**config.mk**
```make
export PLATFORM = sky130hd
export DESIGN_NAME = core_reset_seq
export DESIGN_NICKNAME = d
export VERILOG_FILES = /design/src/verilog/rst_seq_pkg.sv /design/src/verilog/stable_if.sv /design/src/verilog/core_reset_seq.sv /design/src/verilog/stable_timer.sv
export SDC_FILE = /design/constraint.sdc
export NUM_CORES = 1
export LEC_CHECK = 0
export ABC_CLOCK_PERIOD_IN_PS = 4370
export BUFFER_PORTS_ARGS = -buffer_cell sky130_fd_sc_hd__buf_2
export CAP_MARGIN = 15
export CORE_MARGIN = 3
export CORE_UTILIZATION = 50
export DETAILED_ROUTE_END_ITERATION = 7
export PLACE_DENSITY = 0.68
export SLEW_MARGIN = 10
export SYNTH_ARGS = -nofsm -noshare
export SYNTH_HDL_FRONTEND = slang
export SYNTH_SLANG_ARGS = --single-unit
export TNS_END_PERCENT = 50
```
**constraint.sdc**
```tcl
create_clock -name clk -period 4.37 [get_ports clk]
set_input_delay 0.2185 -clock clk [delete_from_list [all_inputs] [get_ports clk]]
set_output_delay 0.2185 -clock clk [all_outputs]
set_load 0.01 [all_outputs]
```
**src/verilog/rst_seq_pkg.sv**
```systemverilog
// Package of constants and types for the core reset sequencer.
package rst_seq_pkg;
    // ------------------------------------------------------------
    // Clock and timing constants
    // ------------------------------------------------------------
    localparam int unsigned CLK_HZ = 50_000_000;
    localparam int unsigned RELEASE_CYCLES = 32;
    localparam int unsigned SIGDET_MS = 3;
    localparam int unsigned SIGDET_CYCLES = (CLK_HZ / 1000) * SIGDET_MS;
    localparam int unsigned PLL_STABLE_CYCLES = 127;
    localparam int unsigned CFG_TIME_MS = 100;
    localparam int unsigned CFG_TIME_CYCLES = (CLK_HZ / 1000) * CFG_TIME_MS;
    localparam int CNT_W = 24;
    // ------------------------------------------------------------
    // Receiver detect encoding
    // ------------------------------------------------------------
    localparam logic [2:0] RXSTAT_DETECTED = 3'h3;
    // ------------------------------------------------------------
    // Link training states
    // ------------------------------------------------------------
    typedef enum logic [1:0] {
        LT_DETECT_QUIET = 2'b00,
        LT_DETECT_ACTIVE = 2'b01,
        LT_POLLING_ACTIVE = 2'b10
    } lt_state_t;
    // Stable-count step: counts while the level holds, restarts otherwise.
    function automatic logic [CNT_W-1:0] stable_step(input logic level, input logic [CNT_W-1:0] cnt,
                                                     input logic [CNT_W-1:0] limit);
        logic [CNT_W-1:0] r;
        r = '0;
        if (level) begin
            r = (cnt >= limit) ? limit : cnt + CNT_W'(1);
        end
        return r;
    endfunction : stable_step
endpackage : rst_seq_pkg

```
**src/verilog/stable_if.sv**
```systemverilog
// Interface carrying a level and its stable indication between modules.
`timescale 1ns/10ps
`default_nettype none
interface stable_if;
    logic level;
    logic stable;
    modport owner (output level, input stable);
    modport timer (input level, output stable);
endinterface : stable_if
`default_nettype wire

```
**src/verilog/core_reset_seq.sv**
```systemverilog
// Reset sequencer for a serial-link hard core and its transceivers.
// How it works
// - Hard or soft controller chosen by a build-time parameter.
// - Combined power-on reset asserted when board pin or application request asserted.
// - Hard controller resets the core straight from the board pin.
// - Soft controller resets the core from board pin or combined reset.
// - Soft controller waits for user-clock-in-use after reset release.
// - Configuration and core resets release 32 cycles after clock-in-use.
// - Reset indicator to the application drops after internal resets release.
// - Detect.Quiet to Detect.Active needs reconfig not busy and RX PLL locked.
// - Receiver detect done on status pulse with receive status equal 3.
// - After receiver detect, training moves Detect.Active to Polling.Active.
// - RX digital reset held until Polling; release after signal detect stable 3 ms.
// - Serializer reset released once combined reset deasserts.
// - TX digital reset released after TX PLL lock stable 127 cycles.
// - Timeout flag set if the sequence is not done within the 100 ms configuration time.
`timescale 1ns/10ps
`default_nettype none
module core_reset_seq
    import rst_seq_pkg::*;
#(
    parameter bit SOFT_CTRL = 1'b1,
    parameter int unsigned SIGDET_CNT = SIGDET_CYCLES,
    parameter int unsigned CFG_CNT = CFG_TIME_CYCLES
) (
    // Clock and reset
    input wire logic clk,
    input wire logic rst_n,
    // Reset sources
    input wire logic board_rst_n,
    input wire logic app_req_rst_n,
    input wire logic clk_inuse,
    // Transceiver status
    input wire logic reconfig_busy,
    input wire logic rx_pll_locked,
    input wire logic tx_pll_locked,
    input wire logic phy_status,
    input wire logic [2:0] rx_status,
    input wire logic rx_sig_detect,
    // Reset outputs
    output logic por_n,
    output logic core_rst_n,
    output logic cfg_rst,
    output logic soft_rst,
    output logic reset_status,
    output logic serdes_rst_n,
    output logic rx_digital_rst,
    output logic tx_digital_rst,
    // Status outputs
    output logic [1:0] lt_state,
    output logic seq_done,
    output logic cfg_timeout
);
    // ------------------------------------------------------------
    // Power-on reset and core reset
    // ------------------------------------------------------------
    logic por_n_reg;
    logic core_rst_n_reg;
    logic por_n_next;
    logic core_rst_n_next;

    // Either source low pulls the combined reset low.
    assign por_n_next = board_rst_n & app_req_rst_n;
    // Hard path follows the pin; soft path also follows the combined reset.
    assign core_rst_n_next = SOFT_CTRL ? por_n_next : board_rst_n;

    // Registered reset sources.
    always_ff @(posedge clk) begin
        if (!rst_n) begin
            por_n_reg <= 1'b0;
            core_rst_n_reg <= 1'b0;
        end else begin
            por_n_reg <= por_n_next;
            core_rst_n_reg <= core_rst_n_next;
        end
    end

    // ------------------------------------------------------------
    // Internal core reset release
    // ------------------------------------------------------------
    logic [5:0] rel_cnt_reg;
    logic [5:0] rel_cnt_next;
    logic core_rst_reg;
    logic core_rst_next;
    logic reset_status_reg;
    logic in_reset;
    logic rel_done;

    // Combined reset or core reset restarts the whole release path.
    assign in_reset = !por_n_reg || !core_rst_n_reg;
    assign rel_done = (rel_cnt_reg == 6'(RELEASE_CYCLES - 1));
    // Count only while the user clock is reported in use.
    assign rel_cnt_next = (in_reset || !clk_inuse) ? 6'h00
                        : (rel_done ? rel_cnt_reg : rel_cnt_reg + 6'h01);
    assign core_rst_next = in_reset ? 1'b1 : (rel_done && clk_inuse ? 1'b0 : core_rst_reg);

    // Release counter, internal resets and indicator.
    always_ff @(posedge clk) begin
        if (!rst_n) begin
            rel_cnt_reg <= 6'h00;
            core_rst_reg <= 1'b1;
            reset_status_reg <= 1'b1;
        end else begin
            rel_cnt_reg <= rel_cnt_next;
            core_rst_reg <= core_rst_next;
            reset_status_reg <= in_reset || core_rst_reg;
        end
    end

    // ------------------------------------------------------------
    // Link training detect and polling
    // ------------------------------------------------------------
    lt_state_t lt_reg;
    lt_state_t lt_next;
    logic rx_rst_reg;
    logic rx_rst_next;
    logic detect_ok;
    stable_if sigdet_bus ();

    // Receiver detect completes on the status pulse with the detected code.
    assign detect_ok = phy_status && (rx_status == RXSTAT_DETECTED);

    // Next training state.
    always_comb begin
        lt_next = lt_reg;
        unique case (lt_reg)
            LT_DETECT_QUIET: begin
                if (!reconfig_busy && rx_pll_locked) begin
                    lt_next = LT_DETECT_ACTIVE;
                end
            end
            LT_DETECT_ACTIVE: begin
                if (detect_ok) begin
                    lt_next = LT_POLLING_ACTIVE;
                end
            end
            LT_POLLING_ACTIVE: begin
                lt_next = LT_POLLING_ACTIVE;
            end
            default: begin
                lt_next = LT_DETECT_QUIET;
            end
        endcase
    end

    assign sigdet_bus.level = rx_sig_detect && (lt_reg == LT_POLLING_ACTIVE);
    // Held in reset until polling, then released once detect is stable.
    assign rx_rst_next = (lt_reg != LT_POLLING_ACTIVE) || (!sigdet_bus.stable && rx_rst_reg);

    // Signal-detect stability timer.
    stable_timer #(
        .LIMIT(CNT_W'(SIGDET_CNT))
    ) u_sigdet (
        .clk(clk),
        .rst_n(rst_n),
        .clr(in_reset),
        .sig(sigdet_bus)
    );

    // Training state and receive reset.
    always_ff @(posedge clk) begin
        if (!rst_n || in_reset) begin
            lt_reg <= LT_DETECT_QUIET;
            rx_rst_reg <= 1'b1;
        end else begin
            lt_reg <= lt_next;
            rx_rst_reg <= rx_rst_next;
        end
    end

    // ------------------------------------------------------------
    // Transmit path resets
    // ------------------------------------------------------------
    logic [7:0] pll_cnt_reg;
    logic tx_rst_reg;
    logic serdes_n_reg;
    logic pll_stable;

    assign pll_stable = (pll_cnt_reg >= 8'(PLL_STABLE_CYCLES));

    // Lock stability count and transmit resets.
    always_ff @(posedge clk) begin
        if (!rst_n || !por_n_reg) begin
            pll_cnt_reg <= 8'h00;
            tx_rst_reg <= 1'b1;
            serdes_n_reg <= 1'b0;
        end else begin
            serdes_n_reg <= 1'b1;
            pll_cnt_reg <= !tx_pll_locked ? 8'h00 : (pll_stable ? pll_cnt_reg : pll_cnt_reg + 8'h01);
            tx_rst_reg <= tx_rst_reg && !pll_stable;
        end
    end

    // ------------------------------------------------------------
    // Configuration-time watchdog
    // ------------------------------------------------------------
    logic [23:0] cfg_cnt_reg;
    logic done_reg;
    logic cfg_to_reg;
    logic all_done;

    assign all_done = !reset_status_reg && !rx_rst_reg && !tx_rst_reg;

    // Flags a sequence that overruns the configuration time.
    always_ff @(posedge clk) begin
        if (!rst_n || !por_n_reg) begin
            cfg_cnt_reg <= 24'h000000;
            done_reg <= 1'b0;
            cfg_to_reg <= 1'b0;
        end else begin
            done_reg <= all_done;
            if (!all_done && cfg_cnt_reg < 24'(CFG_CNT)) begin
                cfg_cnt_reg <= cfg_cnt_reg + 24'h000001;
            end
            cfg_to_reg <= cfg_to_reg || (!all_done && cfg_cnt_reg >= 24'(CFG_CNT));
        end
    end

    // Outputs straight from flip-flops.
    assign por_n = por_n_reg;
    assign core_rst_n = core_rst_n_reg;
    assign cfg_rst = core_rst_reg;
    assign soft_rst = core_rst_reg;
    assign reset_status = reset_status_reg;
    assign serdes_rst_n = serdes_n_reg;
    assign rx_digital_rst = rx_rst_reg;
    assign tx_digital_rst = tx_rst_reg;
    assign lt_state = lt_reg;
    assign seq_done = done_reg;
    assign cfg_timeout = cfg_to_reg;
endmodule : core_reset_seq
`default_nettype wire

```
**src/verilog/stable_timer.sv**
```systemverilog
// Timer that flags a level held high for a given number of cycles.
`timescale 1ns/10ps
`default_nettype none
module stable_timer
    import rst_seq_pkg::*;
#(
    parameter logic [CNT_W-1:0] LIMIT = CNT_W'(1)
) (
    // Clock and reset
    input wire logic clk,
    input wire logic rst_n,
    input wire logic clr,
    // Level and result
    stable_if.timer sig
);
    logic [CNT_W-1:0] cnt_reg;
    logic [CNT_W-1:0] cnt_next;

    // Next count restarts whenever the level drops or a clear arrives.
    assign cnt_next = clr ? '0 : stable_step(sig.level, cnt_reg, LIMIT);
    assign sig.stable = (cnt_reg >= LIMIT);

    // Counter register.
    always_ff @(posedge clk) begin
        if (!rst_n) begin
            cnt_reg <= '0;
        end else begin
            cnt_reg <= cnt_next;
        end
    end
endmodule : stable_timer
`default_nettype wire

```
Word-level counts from Yosys, hierarchy flattened
Index checks and enable logic that the tools add are counted.
{"block": "classes", "n_div": 0, "reduce_logical": 32, "n_lt_le_gt_ge": 4, "addsub": 4, "shifts": 0, "muxes": 5, "eq_ne": 7, "bitwise_logic": 5, "multipliers": 0}
{"cell": "$add A24 B1 Y24 const B", "count": 2}
{"cell": "$ge A24 B18 Y1 const B", "count": 1}
{"cell": "$ge A24 B23 Y1 const B", "count": 1}
{"cell": "$lt A24 B23 Y1 const B", "count": 1}
{"cell": "$mux W18", "count": 1}
{"cell": "$logic_and A1 B1 Y1", "count": 10}
{"cell": "$logic_not A1 Y1", "count": 10}
{"cell": "$add A8 B1 Y8 const B", "count": 1}
{"cell": "$ge A8 B7 Y1 const B", "count": 1}
{"cell": "$add A6 B1 Y6 const B", "count": 1}
{"cell": "$eq A6 B5 Y1 const B", "count": 1}
{"cell": "$ne A2 B2 Y1 const B", "count": 3}
{"cell": "$pmux W2 S3", "count": 1}
{"cell": "$logic_or A1 B1 Y1", "count": 5}
{"cell": "$mux W2", "count": 2}
{"cell": "$not A1 Y1", "count": 4}
{"cell": "$reduce_and A2 Y1", "count": 2}
{"cell": "$reduce_or A2 Y1", "count": 2}
{"cell": "$reduce_or A4 Y1", "count": 1}
{"cell": "$eq A3 B2 Y1 const B", "count": 1}
{"cell": "$reduce_and A3 Y1", "count": 1}
{"cell": "$eq A2 B1 Y1 const B", "count": 1}
{"cell": "$eq A2 B2 Y1 const B", "count": 1}
{"cell": "$logic_not A2 Y1", "count": 1}
{"cell": "2 further kinds", "count": 2}
{"block": "totals", "wordCells": 71, "inputBits": 13, "mem_bits_ro": 0, "output_inout_bits": 12, "memories": 0, "regBits": 72, "latch_bits": 0, "ramBits": 0}

Depth between registers and ports, before layout
{"block": "depth", "word_depth": 6, "ltp_mapped": 8, "mapped_depth_nobuf": 6}

By module
From an unflattened synthesis, not the netlist that was laid out.
{"block": "unflattened", "hier_cells": 370, "area_unflattened_um2": 3315.7}
{"module": "core_reset_seq", "area_per_inst_um2": 2290.9, "n_inst": 1, "cells_per_inst": 261, "seq_area_each_um2": 960.9}
{"module": "stable_timer", "area_per_inst_um2": 1024.7, "n_inst": 1, "cells_per_inst": 109, "seq_area_each_um2": 480.5}

Least setup slack after synthesis
Ideal clock, no wire load.
{"block": "synth_timing", "kind": "register to register", "from": "register cfg_cnt_reg[16]", "to": "register cfg_cnt_reg[20]", "arrival_ps": 2065, "setup_ps": 71, "setup_slack_ps": 2234, "n_path_buf": 0, "stages_incl_launch_ff": 6, "t_required_ps": 4299, "synth_period_minus_slack_ps": 2136, "path_cell_list": "dfxtp_1 o2111a_1 or4_4 a2111o_1 or3_1 a21oi_1"}
{"block": "synth_between", "elab_chain_len": 2, "word_cells_on_any_way": 3, "classes_between": "1 x add/sub; 1 x order compare; 1 x reduce/logical"}
{"element": "start: declaration", "line_no": "core_reset_seq.sv:197", "text": "logic [23:0] cfg_cnt_reg;"}
{"element": "start signal: assignment", "line_no": "core_reset_seq.sv:213", "text": "cfg_cnt_reg <= cfg_cnt_reg + 24'h000001;"}
{"element": "$lt A24 B23 Y1", "line_no": "core_reset_seq.sv:212", "text": "if (!all_done && cfg_cnt_reg < 24'(CFG_CNT)) begin"}
{"element": "$logic_and A1 B1 Y1", "line_no": "core_reset_seq.sv:212"}
Several ways; a longest one is shown, not always the timed one.
A chain may end at the register's enable or synchronous reset.

Worst setup path after layout
{"block": "layout_timing", "from": "register core_rst_n_reg (netlist: core_rst_n)", "to": "register u_sigdet.cnt_reg[16]"}
{"block": "layout_between", "elab_chain_len": 2}
{"element": "start: declaration", "line_no": "core_reset_seq.sv:58", "text": "logic core_rst_n_reg;"}
{"element": "start signal: assignment", "line_no": "core_reset_seq.sv:74", "text": "core_rst_n_reg <= core_rst_n_next;"}
{"element": "$not A1 Y1 (no source line)"}
{"element": "$reduce_or A4 Y1 (no source line)"}
{"element": "end signal: assignment", "line_no": "stable_timer.sv:28", "text": "cnt_reg <= cnt_next;"}
{"element": "end: declaration", "line_no": "stable_timer.sv:16", "text": "logic [CNT_W-1:0] cnt_reg;"}
No other way between the ends.

==> flow_summary.toml <==
[timing]
period_needed_ns = 2.45
worst_pin_slew_ns = 1.05
post-route-period-util = 0.560
hold_violations = 0
clock.fmax_mhz = 408
fin_setup_tns_ns = 0
finClkSkew_ns = 0.0105
slew_headroom = 0.300
rsz0062_at_grt = "no"
finalSetupViolations = 0
drv_slew = 0

[critical_path]
r2r_start = "core_rst_n"
worst_path_largest_cell_delay_ns = 0.56
rrSetupSlack_ns = 1.92
worstPathCellList = "nand2_1 > inv_1 > nand3_1 > nand2b_1 > a21oi_1"
worstPathRequired_ns = 4.64
crit_fanout = 26
critPathCaptureType = "flip-flop"
r2r_end = "u_sigdet.cnt_reg[16]"
critPathKind = "flip-flop to flip-flop"
cp-start-kind = "flip-flop"
arrival_ns = 2.71
ff2ff_path_depth = 5
cp-startpoint = "core_rst_n"
slowest_stage = "inv_1"
crit_buf_inv = 1
crit_family = "simple AND/OR/NAND/NOR gates"

[cells_and_area]
syn_to_final_growth_pct = 12.9
layout.cells.non_filler = 464
ff_latch_area_sq_um = 1440
final_common_cell = "dfxtp_1"
multiInputGateArea_sq_um = 1600
final_util = 0.588
n_fill_cell = 538
diodes = 0
final_cell_mix = "dfxtp_1 (72), nor2_1 (38), nand3_1 (27), a21oi_1 (27), buf_2 (24)"
num-nets-final = 407
drive_gt1_frac = 0.126

[global_route]
antenna_found_initial = 0
grt_pass1_wl_microns = 10100
overflow = 0
grt_max_degree = 27
track_usage = 0.170
grt_pass1_vias = 2333

[detailed_routing]
wire_per_inst_microns = 12.3
drt_iter0_drc = 106
finalWirelength_microns = 5710
via_per_inst = 5.47
postRouteAntennaNets = 0
vias = 2539
firstDrtPassIters = 4
drc = 0

[die]
fp-row-count = 28
dieWidth_microns = 85.0
die_area_sq_um = 7230
initial_utilization = 0.521
core_sq_um = 5990
io_pins = 25
die_y_microns = 85.0

[run]
maxCapViolations = 0

[hold_path]
hp-start = "clk_inuse"
hold_depth = 2
hold_class = "input port to flip-flop"
holdPathEnd = "cfg_rst"

[clocking]
cts_tree = "yes"
cts.sinks = 72
cts-htree-levels = 3
clock-root-buffer = "clkbuf_8"
path_clk_slew_ns = 0.08
cts_made_buffers = 9
insertion_delay_ns = 0.34
ctsResizeCount = 0
cts_buffer_depth = 2
ctsHoldBuffers = 0
postCtsSetupBuffers = 0

[logic_synthesis]
yosysSeqAreaShare = 0.462
avgSynthCellArea_sq_um = 8.82
synth_enable_flop_cells = 0
async_flop_share = 0
synth_area_sq_um = 3120
synthAdderAreaFrac = 0.0401
synthCells = 354
ys_warn_count = 0
synth_mux_area_frac = 0.00641
ys.flop_type = "dfxtp_1"
synth_compound_area_frac = 0.147
ys_seq_elements = 72
synth_top_family_by_area = "simple AND/OR/NAND/NOR gates"
synth_xor_area_frac = 0.0729
yosys.area_share.simple = 0.239
yosysUniqueCellTypes = 49

[outcome]
status = "finished, final reports clean"

[placed_design]
dpl.hpwl_microns = 4050
place_inst = 448
globalplace.congestion = 0.770
portBuffers = 24

[power_and_ir_drop]
max-vdd-ir-drop_v = 0.000203
power_density_nw_per_um2 = 348
p_leak_nw = 1.26
-- synthesized netlist by cell type (2+ instances only) --
cell / number / area [sq um]
or4_1: 2 / 15.0
clkbuf_1: 6 / 22.5
mux2i_1: 2 / 20.0
nor2b_1: 2 / 12.5
or3_1: 15 / 93.8
o21a_1: 3 / 22.5
nand2_1: 23 / 86.3
nor3_1: 5 / 25.0
and3_1: 8 / 50.1
a2111o_1: 2 / 22.5
nor2_1: 38 / 143
a21oi_1: 27 / 135
dfxtp_1: 72 / 1440
nand4_1: 6 / 37.5
nand3_1: 27 / 135
a211oi_1: 2 / 15.0
o21ai_0: 17 / 85.1
or2_2: 2 / 12.5
o211ai_1: 2 / 15.0
and4_1: 3 / 26.3
xor2_1: 15 / 131
xnor2_1: 11 / 96.3
ha_1: 10 / 125
a311oi_1: 2 / 17.5
a31oi_1: 4 / 25.0
inv_1: 14 / 52.6
buf_4: 2 / 15.0
buf_2: 2 / 10.0
o31ai_1: 4 / 30.0
nor4_1: 4 / 25.0
nand2b_1: 4 / 25.0
-- per-stage QoR --
stage	setup WS [ns]	hold WS, ns	area, sq um	power [mW]
after floorplan	2.23	0.324	3140	0.685
after global placement	1.97	0.427	3310	0.693
after detailed placement	1.90	0.428	3310	0.693
after CTS	1.90	0.0638	3520	1.24
after global routing	1.59	0.0883	3520	1.27
final	1.92	0.0750	3520	1.23
-- power by group --
part / internal (mW) / leakage [nW] / total, mW / switching [mW]
logic: 0.00720 / 0.572 / 0.0161 / 0.00892
registers: 0.660 / 0.583 / 0.662 / 0.00178
clock network: 0.310 / 0.109 / 0.549 / 0.239
total: 0.978 / 1.26 / 1.23 / 0.250
-- worst max path at each step --
stage / end / slack (ns) / depth (start not counted)
final: u_sigdet.cnt_reg[16] / 1.92 / 5
after global routing: u_sigdet.cnt_reg[15] / 1.59 / 5
after CTS: u_sigdet.cnt_reg[16] / 1.90 / 5
after detailed placement: u_sigdet.cnt_reg[16] / 1.90 / 5
after global placement: u_sigdet.cnt_reg[16] / 1.97 / 5
after floorplan: cfg_cnt_reg[20] / 2.23 / 5
-- routing by layer --
metal	up-vias	track usage	wire [microns]
met3	10	0.0359	186
met5	-	0	0
met4	0	0.0734	89
li1	1320	-	-
met2	34	0.264	2540
met1	1175	0.227	2900
-- worst reg2reg max path: stages (launching register included) --
cell      delay [ns]
dfxtp_1         0.35
nand2_1         0.51
inv_1           0.56
nand3_1         0.34
nand2b_1        0.41
a21oi_1         0.21
-- cell type report --
cell class,instances,share of cell area
Multi-Input combinational cell,263,0.454
Clock inverter,4,0.0146
Clock buffer,12,0.0469
Inverter,14,0.0149
Timing Repair Buffer,24,0.0341
Tap cell,75,0.0266
Sequential cell,72,0.409
-- cells by family (layout without fill, tap and decap cells) --
logic type               Yosys count  in the layout
adder cells (fa/ha/maj)           10             10
other                              1              6
multiplexers                       2              2
flip-flops                        72             72
AND/OR/NAND/NOR                  146            146
XOR/XNOR                          26             26
buffers and inverters             24             54
AO/OA/AOI/OAI                     73             73
No activity file was read; power rests on OpenSTA's default activity.
